<file path="src/rtl/pslr_pkg.sv">
// pslr_pkg: constants and types of the strap, indicator and rmii pin block
// assumes byte-addressed 16-bit registers on a plain strobe port
package pslr_pkg;

  // clock and timing
  localparam int CLK_PS = 5000;
  localparam longint BLINK_NS = 64'd40_000_000;
  localparam int BLINK_CYCLES = int'((BLINK_NS * 1000) / CLK_PS);

  // register map, byte addresses
  localparam int ADDR_W = 4;
  localparam int DATA_W = 16;
  localparam logic [3:0] OFS_CTRL = 4'h0;
  localparam logic [3:0] OFS_ADV = 4'h4;
  localparam logic [3:0] OFS_LED = 4'h8;
  localparam logic [3:0] OFS_STAT = 4'hc;

  // control register fields
  localparam int CTRL_AN_BIT = 12;
  localparam int CTRL_SPD_BIT = 13;
  localparam logic [15:0] CTRL_RST = 16'h3000;

  // advertisement values for each strap level
  localparam logic [15:0] ADV_HI = 16'h01e1;
  localparam logic [15:0] ADV_LO = 16'h0061;
  localparam logic [15:0] ADV_RST = ADV_HI;

  // station address values
  localparam logic [4:0] ADDR_STRAP_HI = 5'h03;
  localparam logic [4:0] ADDR_STRAP_LO = 5'h00;

  // status register fields
  localparam int STAT_ADDR_LSB = 0;
  localparam int STAT_RUN_BIT = 5;
  localparam int STAT_LINK_BIT = 6;
  localparam int STAT_OVF_BIT = 7;
  localparam int STAT_LED_BIT = 8;

  // indicator modes
  typedef enum logic [1:0] {
    LED_LINK_ACT = 2'h0,
    LED_LINK_ONLY = 2'h1,
    LED_RSVD2 = 2'h2,
    LED_RSVD3 = 2'h3
  } pslr_led_e;
  localparam logic [1:0] LED_MODE_RST = 2'h0;

  // strap sequencing, gray along the path
  typedef enum logic [1:0] {
    ST_SAMPLE = 2'b00,
    ST_LATCH = 2'b01,
    ST_RUN = 2'b11
  } pslr_state_e;

  typedef struct packed {
    logic an_en;
    logic speed100;
    logic [4:0] station_addr;
  } pslr_cfg_s;

  localparam pslr_cfg_s CFG_RST = '{an_en: 1'b1, speed100: 1'b1, station_addr: 5'h00};

endpackage

</file>
<file path="src/rtl/pslr_top.sv">
// pslr_top: strap latch, link/activity indicator and rmii dibit framing
// assumes mclk well above the 50 MHz reference; all pins sampled by mclk
//
// Behaviour
// - mode 00 shows link as low and blinks on activity, mode 01 shows link only, 10/11 reserved.
// - each reference clock period with carrier/data-valid high carries one received dibit.
// - each reference clock period with transmit enable high delivers one dibit, captured once; one arriving with both entries full is dropped.
// - the address strap is latched at reset release, high gives 00011b and low gives 00000b.
// - station address bits 4 to 2 are always zero.
// - a high speed strap enables negotiation at 100 Mbps, a low one forces 10 Mbps.
// - the speed strap is loaded into control bits 12 and 13 and into the advertisement.
// - shared strap pins are inputs during reset and drive their function afterwards.
//
// Chosen here: the placing of the registers and the plain strobed port.
`timescale 1ns/1ps

module pslr_buf2 #(
  parameter int DW = 2
) (
  input wire logic mclk, // clock
  input wire logic reset_n, // sync reset
  input wire logic ce, // clock enable
  input wire logic [DW-1:0] in_data, // fill data
  input wire logic in_valid, // fill valid
  output logic in_ready, // room left
  output logic [DW-1:0] out_data, // head entry
  output logic out_valid, // head valid
  input wire logic out_ready // drain ready
);
  logic [DW-1:0] mem_reg [2];
  logic [1:0] cnt_reg;
  logic [1:0] cnt_next;
  logic push;
  logic pop;

  assign push = in_valid & in_ready;
  assign pop = out_valid & out_ready;
  assign out_data = mem_reg[0];

  always_comb begin
    cnt_next = cnt_reg;
    if (push && !pop) begin
      cnt_next = cnt_reg + 2'h1;
    end else if (pop && !push) begin
      cnt_next = cnt_reg - 2'h1;
    end
  end

  always_ff @(posedge mclk) begin
    if (!reset_n) begin
      cnt_reg <= 2'h0;
      in_ready <= 1'b1;
      out_valid <= 1'b0;
    end else if (ce) begin
      cnt_reg <= cnt_next;
      in_ready <= (cnt_next != 2'h2);
      out_valid <= (cnt_next != 2'h0);
    end
  end

  // head is always entry 0, so the output is a flop
  always_ff @(posedge mclk) begin
    if (ce) begin
      if (pop) begin
        mem_reg[0] <= (push && cnt_reg == 2'h1) ? in_data : mem_reg[1];
      end else if (push) begin
        mem_reg[cnt_reg[0]] <= in_data;
      end
    end
  end
endmodule

module pslr_top #(
  parameter int BLINK_LEN = pslr_pkg::BLINK_CYCLES
) (
  input wire logic mclk, // 200 MHz clock
  input wire logic reset_n, // chip reset, sync, low active
  input wire logic ce, // clock enable
  input wire logic [pslr_pkg::ADDR_W-1:0] reg_addr, // register byte address
  input wire logic [pslr_pkg::DATA_W-1:0] reg_wdata, // write data
  input wire logic reg_wr, // write strobe
  input wire logic reg_rd, // read strobe
  output logic [pslr_pkg::DATA_W-1:0] reg_rdata, // read data, cycle after strobe
  input wire logic link_up, // link state from line side
  output pslr_pkg::pslr_cfg_s cfg, // latched configuration
  input wire logic ref_clk_pin, // 50 MHz reference clock pin
  input wire logic tx_en_pin, // mac transmit enable
  input wire logic [1:0] tx_data_pin, // mac transmit dibit
  output logic [1:0] rx_data_pin, // receive dibit to mac
  input wire logic crs_dv_pin_i, // carrier/valid pin level, address strap
  output logic crs_dv_pin_o, // carrier/valid drive value
  output logic crs_dv_pin_oe, // carrier/valid drive enable
  input wire logic link_activity_indicator_i, // indicator pin level, speed strap
  output logic link_activity_indicator_o, // indicator drive value
  output logic link_activity_indicator_oe, // indicator drive enable
  output logic [1:0] tx_dibit, // captured transmit dibit
  output logic tx_valid, // transmit dibit valid
  input wire logic tx_ready, // user takes transmit dibit
  input wire logic [1:0] rx_dibit, // dibit to send to mac
  input wire logic rx_valid, // receive dibit valid
  output logic rx_ready // room for receive dibit
);

  function automatic logic [1:0] reg_sel(input logic [pslr_pkg::ADDR_W-1:0] a);
    logic [1:0] s;
    s = 2'h0;
    case (a)
      pslr_pkg::OFS_CTRL: s = 2'h0;
      pslr_pkg::OFS_ADV: s = 2'h1;
      pslr_pkg::OFS_LED: s = 2'h2;
      pslr_pkg::OFS_STAT: s = 2'h3;
      default: s = 2'h0;
    endcase
    return s;
  endfunction

  function automatic logic reg_hit(input logic [pslr_pkg::ADDR_W-1:0] a);
    return (a == pslr_pkg::OFS_CTRL) || (a == pslr_pkg::OFS_ADV) ||
           (a == pslr_pkg::OFS_LED) || (a == pslr_pkg::OFS_STAT);
  endfunction

  // pin synchronisers, no reset
  logic addr_s1_reg, addr_s2_reg;
  logic spd_s1_reg, spd_s2_reg;
  logic ref_s1_reg, ref_s2_reg, ref_s3_reg;
  logic txen_s1_reg, txen_s2_reg, txen_s3_reg;
  logic [1:0] txd_s1_reg, txd_s2_reg, txd_s3_reg;

  always_ff @(posedge mclk) begin
    if (ce) begin
      addr_s1_reg <= crs_dv_pin_i;
      addr_s2_reg <= addr_s1_reg;
      spd_s1_reg <= link_activity_indicator_i;
      spd_s2_reg <= spd_s1_reg;
    end
  end

  // data gets one stage more than the clock so it is read before the mac moves it
  always_ff @(posedge mclk) begin
    if (ce) begin
      ref_s1_reg <= ref_clk_pin;
      ref_s2_reg <= ref_s1_reg;
      ref_s3_reg <= ref_s2_reg;
      txen_s1_reg <= tx_en_pin;
      txen_s2_reg <= txen_s1_reg;
      txen_s3_reg <= txen_s2_reg;
      txd_s1_reg <= tx_data_pin;
      txd_s2_reg <= txd_s1_reg;
      txd_s3_reg <= txd_s2_reg;
    end
  end

  logic ref_rise;
  assign ref_rise = ref_s2_reg & ~ref_s3_reg;

  pslr_pkg::pslr_state_e state_reg;
  logic running;

  always_ff @(posedge mclk) begin
    if (!reset_n) begin
      state_reg <= pslr_pkg::ST_SAMPLE;
    end else if (ce) begin
      case (state_reg)
        pslr_pkg::ST_SAMPLE: state_reg <= pslr_pkg::ST_LATCH;
        pslr_pkg::ST_LATCH: state_reg <= pslr_pkg::ST_RUN;
        pslr_pkg::ST_RUN: state_reg <= pslr_pkg::ST_RUN;
        default: state_reg <= pslr_pkg::ST_SAMPLE;
      endcase
    end
  end

  assign running = (state_reg == pslr_pkg::ST_RUN);

  logic [15:0] ctrl_reg;
  logic [15:0] adv_reg;
  logic [1:0] led_mode_reg;
  logic ovf_reg;
  logic wr_ctrl, wr_adv, wr_led, wr_stat;
  logic tx_push_ok, tx_lost;

  assign wr_ctrl = reg_wr && reg_hit(reg_addr) && reg_sel(reg_addr) == 2'h0;
  assign wr_adv = reg_wr && reg_hit(reg_addr) && reg_sel(reg_addr) == 2'h1;
  assign wr_led = reg_wr && reg_hit(reg_addr) && reg_sel(reg_addr) == 2'h2;
  assign wr_stat = reg_wr && reg_hit(reg_addr) && reg_sel(reg_addr) == 2'h3;

  always_ff @(posedge mclk) begin
    if (!reset_n) begin
      cfg <= pslr_pkg::CFG_RST;
    end else if (ce && state_reg == pslr_pkg::ST_SAMPLE) begin
      cfg.station_addr <= addr_s2_reg ? pslr_pkg::ADDR_STRAP_HI
                                      : pslr_pkg::ADDR_STRAP_LO;
      cfg.an_en <= spd_s2_reg;
      cfg.speed100 <= spd_s2_reg;
    end
  end

  always_ff @(posedge mclk) begin
    if (!reset_n) begin
      ctrl_reg <= pslr_pkg::CTRL_RST;
      adv_reg <= pslr_pkg::ADV_RST;
    end else if (ce) begin
      if (state_reg == pslr_pkg::ST_LATCH) begin
        ctrl_reg[pslr_pkg::CTRL_AN_BIT] <= cfg.an_en;
        ctrl_reg[pslr_pkg::CTRL_SPD_BIT] <= cfg.speed100;
        adv_reg <= cfg.speed100 ? pslr_pkg::ADV_HI : pslr_pkg::ADV_LO;
      end else begin
        if (wr_ctrl) begin
          ctrl_reg <= reg_wdata;
        end
        if (wr_adv) begin
          adv_reg <= reg_wdata;
        end
      end
    end
  end

  always_ff @(posedge mclk) begin
    if (!reset_n) begin
      led_mode_reg <= pslr_pkg::LED_MODE_RST;
    end else if (ce && wr_led) begin
      led_mode_reg <= reg_wdata[1:0];
    end
  end

  // overflow sticky, set wins over write-one-clear
  always_ff @(posedge mclk) begin
    if (!reset_n) begin
      ovf_reg <= 1'b0;
    end else if (ce) begin
      if (tx_lost) begin
        ovf_reg <= 1'b1;
      end else if (wr_stat && reg_wdata[pslr_pkg::STAT_OVF_BIT]) begin
        ovf_reg <= 1'b0;
      end
    end
  end

  logic [15:0] stat_word;
  always_comb begin
    stat_word = 16'h0000;
    stat_word[pslr_pkg::STAT_ADDR_LSB +: 5] = cfg.station_addr;
    stat_word[pslr_pkg::STAT_RUN_BIT] = running;
    stat_word[pslr_pkg::STAT_LINK_BIT] = link_up;
    stat_word[pslr_pkg::STAT_OVF_BIT] = ovf_reg;
    stat_word[pslr_pkg::STAT_LED_BIT] = link_activity_indicator_o;
  end

  // read data stands only in the cycle after the strobe
  always_ff @(posedge mclk) begin
    if (!reset_n) begin
      reg_rdata <= 16'h0000;
    end else if (ce) begin
      if (reg_rd && reg_hit(reg_addr)) begin
        case (reg_sel(reg_addr))
          2'h0: reg_rdata <= ctrl_reg;
          2'h1: reg_rdata <= adv_reg;
          2'h2: reg_rdata <= {14'h0000, led_mode_reg};
          2'h3: reg_rdata <= stat_word;
          default: reg_rdata <= 16'h0000;
        endcase
      end else begin
        reg_rdata <= 16'h0000;
      end
    end
  end

  // transmit: one dibit per reference period with enable
  logic tx_in_ready;
  assign tx_push_ok = running && ref_rise && txen_s3_reg;
  assign tx_lost = tx_push_ok && !tx_in_ready;

  pslr_buf2 #(.DW(2)) u_tx_buf (
    .mclk(mclk),
    .reset_n(reset_n),
    .ce(ce),
    .in_data(txd_s3_reg),
    .in_valid(tx_push_ok),
    .in_ready(tx_in_ready),
    .out_data(tx_dibit),
    .out_valid(tx_valid),
    .out_ready(tx_ready)
  );

  // receive: one dibit per reference period with carrier/valid
  logic [1:0] rxb_data;
  logic rxb_valid;
  logic rxb_pop;
  assign rxb_pop = running && ref_rise;

  pslr_buf2 #(.DW(2)) u_rx_buf (
    .mclk(mclk),
    .reset_n(reset_n),
    .ce(ce),
    .in_data(rx_dibit),
    .in_valid(rx_valid),
    .in_ready(rx_ready),
    .out_data(rxb_data),
    .out_valid(rxb_valid),
    .out_ready(rxb_pop)
  );

  always_ff @(posedge mclk) begin
    if (!reset_n) begin
      crs_dv_pin_o <= 1'b0;
      rx_data_pin <= 2'h0;
    end else if (ce && rxb_pop) begin
      crs_dv_pin_o <= rxb_valid;
      rx_data_pin <= rxb_valid ? rxb_data : 2'h0;
    end
  end

  // shared pins float during reset, drive once running
  always_ff @(posedge mclk) begin
    if (!reset_n) begin
      crs_dv_pin_oe <= 1'b0;
      link_activity_indicator_oe <= 1'b0;
    end else if (ce) begin
      crs_dv_pin_oe <= running;
      link_activity_indicator_oe <= running;
    end
  end

  logic [23:0] blink_cnt_reg;
  logic blink_reg;
  logic act_reg;
  logic activity;
  logic blink_tick;

  assign activity = tx_push_ok | (rxb_pop & rxb_valid);
  assign blink_tick = (blink_cnt_reg == 24'(BLINK_LEN - 1));

  always_ff @(posedge mclk) begin
    if (!reset_n) begin
      blink_cnt_reg <= 24'h000000;
    end else if (ce) begin
      blink_cnt_reg <= blink_tick ? 24'h000000 : blink_cnt_reg + 24'h000001;
    end
  end

  // activity held until a full off/on blink finishes
  always_ff @(posedge mclk) begin
    if (!reset_n) begin
      act_reg <= 1'b0;
      blink_reg <= 1'b0;
    end else if (ce) begin
      if (activity) begin
        act_reg <= 1'b1;
      end else if (blink_tick && blink_reg) begin
        act_reg <= 1'b0;
      end
      if (blink_tick) begin
        blink_reg <= act_reg ? ~blink_reg : 1'b0;
      end
    end
  end

  always_ff @(posedge mclk) begin
    if (!reset_n) begin
      link_activity_indicator_o <= 1'b1;
    end else if (ce) begin
      case (pslr_pkg::pslr_led_e'(led_mode_reg))
        pslr_pkg::LED_LINK_ACT: link_activity_indicator_o <= ~link_up | blink_reg;
        pslr_pkg::LED_LINK_ONLY: link_activity_indicator_o <= ~link_up;
        default: link_activity_indicator_o <= 1'b1;
      endcase
    end
  end

endmodule

</file>
<file path="config.mk">
export PLATFORM = sky130hd
export DESIGN_NAME = pslr_top
export DESIGN_NICKNAME = d
export VERILOG_FILES = /design/src/rtl/pslr_pkg.sv /design/src/rtl/pslr_top.sv
export SDC_FILE = /design/constraint.sdc
export NUM_CORES = 1
export LEC_CHECK = 0
export ABC_AREA = 1
export ABC_CLOCK_PERIOD_IN_PS = 1700
export BUFFER_PORTS_ARGS = -buffer_cell sky130_fd_sc_hd__buf_4
export CORE_MARGIN = 3
export CORE_UTILIZATION = 56
export DETAILED_ROUTE_END_ITERATION = 8
export HOLD_SLACK_MARGIN = 0.1
export MAX_ROUTING_LAYER = met4
export PLACE_DENSITY_LB_ADDON = 0.15
export SLEW_MARGIN = 20
export SYNTH_ARGS = -nofsm -noshare
export SYNTH_HDL_FRONTEND = slang
export SYNTH_SLANG_ARGS = --single-unit
</file>
<file path="constraint.sdc">
create_clock -name mclk -period 1.7 [get_ports mclk]
set_input_delay 0.17 -clock mclk [delete_from_list [all_inputs] [get_ports mclk]]
set_output_delay 0.17 -clock mclk [all_outputs]
set_load 0.01 [all_outputs]
</file>
==> impl_metrics.tcl <==
set metrics [dict create \
    largest_register_ffs 24 \
    dieHeight_um 103.4 \
    pre_cts_ws_ns 0.06973 \
    layout_min_cycle_time_ns 1.625 \
    post_drt_wl_per_cell_um 14.48 \
    unrepaired_setup_endpoints_after_global_routing "no" \
    cts_tree "yes" \
    ioPinCount 69 \
    die_area_um2 10680 \
    mapped_area_um2 5309 \
    post_synthesis_cell_count 673 \
    fp.coreArea_um2 8976 \
    postSynth.asyncResetShare_pct 0 \
    final_max_slew_viol_count 0 \
    utilization_pct 77.04 \
    most_frequent_cells_in_the_layout "sky130_fd_sc_hd__nand2_1, sky130_fd_sc_hd__dfxtp_1, sky130_fd_sc_hd__buf_4" \
    ctsLongestPathBuffers 2 \
    hold_path.class "in -> reg" \
    ys.flop_type "sky130_fd_sc_hd__dfxtp_1" \
    placed_cells 855 \
    outcome "finished clean" \
    start_kind "flip-flop" \
    critical_path_peak_fanout 7 \
    fmaxAchievable_mhz 615.6 \
    synth_seq_cells 118 \
    drt_pre_antenna_iters 5 \
    layout.cells.most_common "sky130_fd_sc_hd__nand2_1" \
    drive_above_1_share_pct 20.68 \
    synth.yosys.warnings 0 \
    placementRows 34 \
    initial_utilization_pct 59.14 \
    grt_util_all_layers_pct 27.48 \
    clock-sinks 118 \
    setup_viol_count_final 0 \
    die_width_um 103.4 \
    route.detailed.drc 0 \
    grt_antenna_before_repair 0 \
    fraction_of_the_yosys_area_taken_by_sequential_cells_pct 49.02 \
    worstPathArrival_ns 1.89 \
    buffer_ports.inserted 65 \
    worst_slack_setup_final_ns 0.07546 \
    finalNonFillerCells 924 \
    report.final.hold_viol_count 0 \
    drtAntennaViolNets 0 \
    layout_worst_path_cycle_share_pct 95.56 \
    worst-setup-path-type "reg -> reg" \
    pwr_density_cell_nw_per_um2 1053 \
    end_kind "flip-flop" \
    grt_remaining_overflow 0 \
    worst-endpoint-required_ns 1.97 \
    source_of_the_critical_timing_path "ref_s3_reg$_DFFE_PP_" \
    h-tree-depth 4 \
    first_iter_violations 222 \
    startpoint_of_the_worst_register_to_register_path "ref_s3_reg$_DFFE_PP_" \
    drt-vias-per-instance 5.339 \
    drt_wl_total_um 13380 \
    antenna-diode-count 0 \
    pin_count_of_the_biggest_net_entering_global_routing 32 \
    clk-insertion-delay-late_ns 0.53 \
    worst_clock_skew_ns 0.008991 \
    max-cap-violations 0 \
    synth_area_per_cell_um2 7.888 \
    clock_tree.root_cell "sky130_fd_sc_hd__clkbuf_8" \
    wire_length_of_the_first_global_routing_pass_um 21980 \
    peakVddDrop_uv 883.2 \
    vias 4933 \
    power.leakage_nw 2.852 \
    grt_pass1_vias 4861 \
    timing.hold.worst.start "reg_addr[1]" \
    cts_buffers 17 \
    final_layout_net_count 824 \
    last_weighted_congestion_value_of_the_routability_driven_placer 0.8940 \
    synth-edff-count 24 \
    distinct_cell_type_count_of_the_synthesized_netlist 40 \
    setup_tns_ns 0 \
    clk_transition_reported_paths_ns 0.06 \
    place_hpwl_um 8928 \
    area_growth_pct 30.26 \
]
==> cell usage after synthesis, types with 3 or more instances <==
library cell	count	area share, %
sky130_fd_sc_hd__buf_2	10	0.94
sky130_fd_sc_hd__edfxtp_1	24	14
sky130_fd_sc_hd__o21ai_0	36	3.4
sky130_fd_sc_hd__nand3_2	6	1.1
sky130_fd_sc_hd__xor2_1	7	1.2
sky130_fd_sc_hd__nand2_1	154	11
sky130_fd_sc_hd__inv_2	5	0.35
sky130_fd_sc_hd__nor2_2	7	0.82
sky130_fd_sc_hd__nand4_1	12	1.4
sky130_fd_sc_hd__inv_1	67	4.7
sky130_fd_sc_hd__nand3_1	36	3.4
sky130_fd_sc_hd__buf_6	3	0.64
sky130_fd_sc_hd__nor2_4	3	0.64
sky130_fd_sc_hd__dfxtp_1	94	35
sky130_fd_sc_hd__nor2_1	59	4.2
sky130_fd_sc_hd__nand2_2	8	0.94
sky130_fd_sc_hd__o21ai_1	12	1.1
sky130_fd_sc_hd__nand3b_1	4	0.57
sky130_fd_sc_hd__clkbuf_1	7	0.50
sky130_fd_sc_hd__ha_1	3	0.71
sky130_fd_sc_hd__buf_4	9	1.3
sky130_fd_sc_hd__nor3_1	12	1.1
sky130_fd_sc_hd__o22ai_1	3	0.35
sky130_fd_sc_hd__o211ai_1	4	0.57
sky130_fd_sc_hd__a21oi_1	67	6.3
==> cell families after synthesis <==
group	share of synthesized area, %
XOR/XNOR	1.320
flip-flops	49.02
other	0.07064
buffers and inverters	8.579
adder cells (fa/ha/maj)	0.7071
AND/OR/NAND/NOR	26.77
multiplexers	0.9899
AO/OA/AOI/OAI	12.54
==> repair_timing <==
item | 4_1_cts | 5_1_grt
gates resized for setup | 0 | 8
endpoints found under the setup margin | 0 | 20
hold endpoints to repair | 58 | 0
hold buffers | 32 | 0
buffers inserted | 0 | 5
==> worst max-delay path, stage by stage (launching register included) <==
cell,delay [ns]
sky130_fd_sc_hd__edfxtp_1,0.36
sky130_fd_sc_hd__inv_1,0.06
sky130_fd_sc_hd__nand2_1,0.11
sky130_fd_sc_hd__nor2_8,0.20
sky130_fd_sc_hd__nand4_1,0.15
sky130_fd_sc_hd__nand2_1,0.13
sky130_fd_sc_hd__mux2_1,0.35
==> metrics by stage <==
stage               cell area, um^2  hold slack [ns]  power, mW
floorplan                      5316           0.2689      3.406
global placement               5927           0.3484      3.599
detailed placement             5927           0.3499      3.616
CTS                            6853           0.1134      7.282
global route                   6915           0.1970      7.524
finish                         6915           0.1586      7.285
==> final cells by class <==
class | count | area (um^2)
Clock buffer | 21 | 460.4
Clock inverter | 11 | 145.1
Fill cell | 642 | 2061
Inverter | 72 | 270.3
Multi-Input combinational cell | 454 | 2281
Sequential cell | 118 | 2605
Tap cell | 126 | 157.7
Timing Repair Buffer | 122 | 996.0
==> metal layers <==
layer	vias up	wire length (um)	GRT usage, %	share of wire, %
li1	2444	-	-	-
met1	2311	5393	29.99	40
met2	147	6922	46.57	52
met3	31	750	7.981	5.6
met4	0	315	11.75	2.4
met5	-	0	-	0
==> power breakdown <==
group / switching [mW] / leakage (nW) / internal [mW]
clock network: 1.28 / 0.294 / 2.36
registers: 0.0574 / 0.993 / 2.97
logic: 0.347 / 1.57 / 0.268
==> worst paths after layout <==
path                                      end  slack, ns  cells after the start
max reg2reg  u_tx_buf.mem_reg[1][0]$_DFFE_PP_       0.08                      6
max          u_tx_buf.mem_reg[1][0]$_DFFE_PP_       0.08                      6
min                 reg_rdata[0]$_SDFFE_PN0P_       0.16                      6
min reg2reg           txd_s2_reg[0]$_DFFE_PP_       0.42                      0
(Power assumes the default switching activity.)
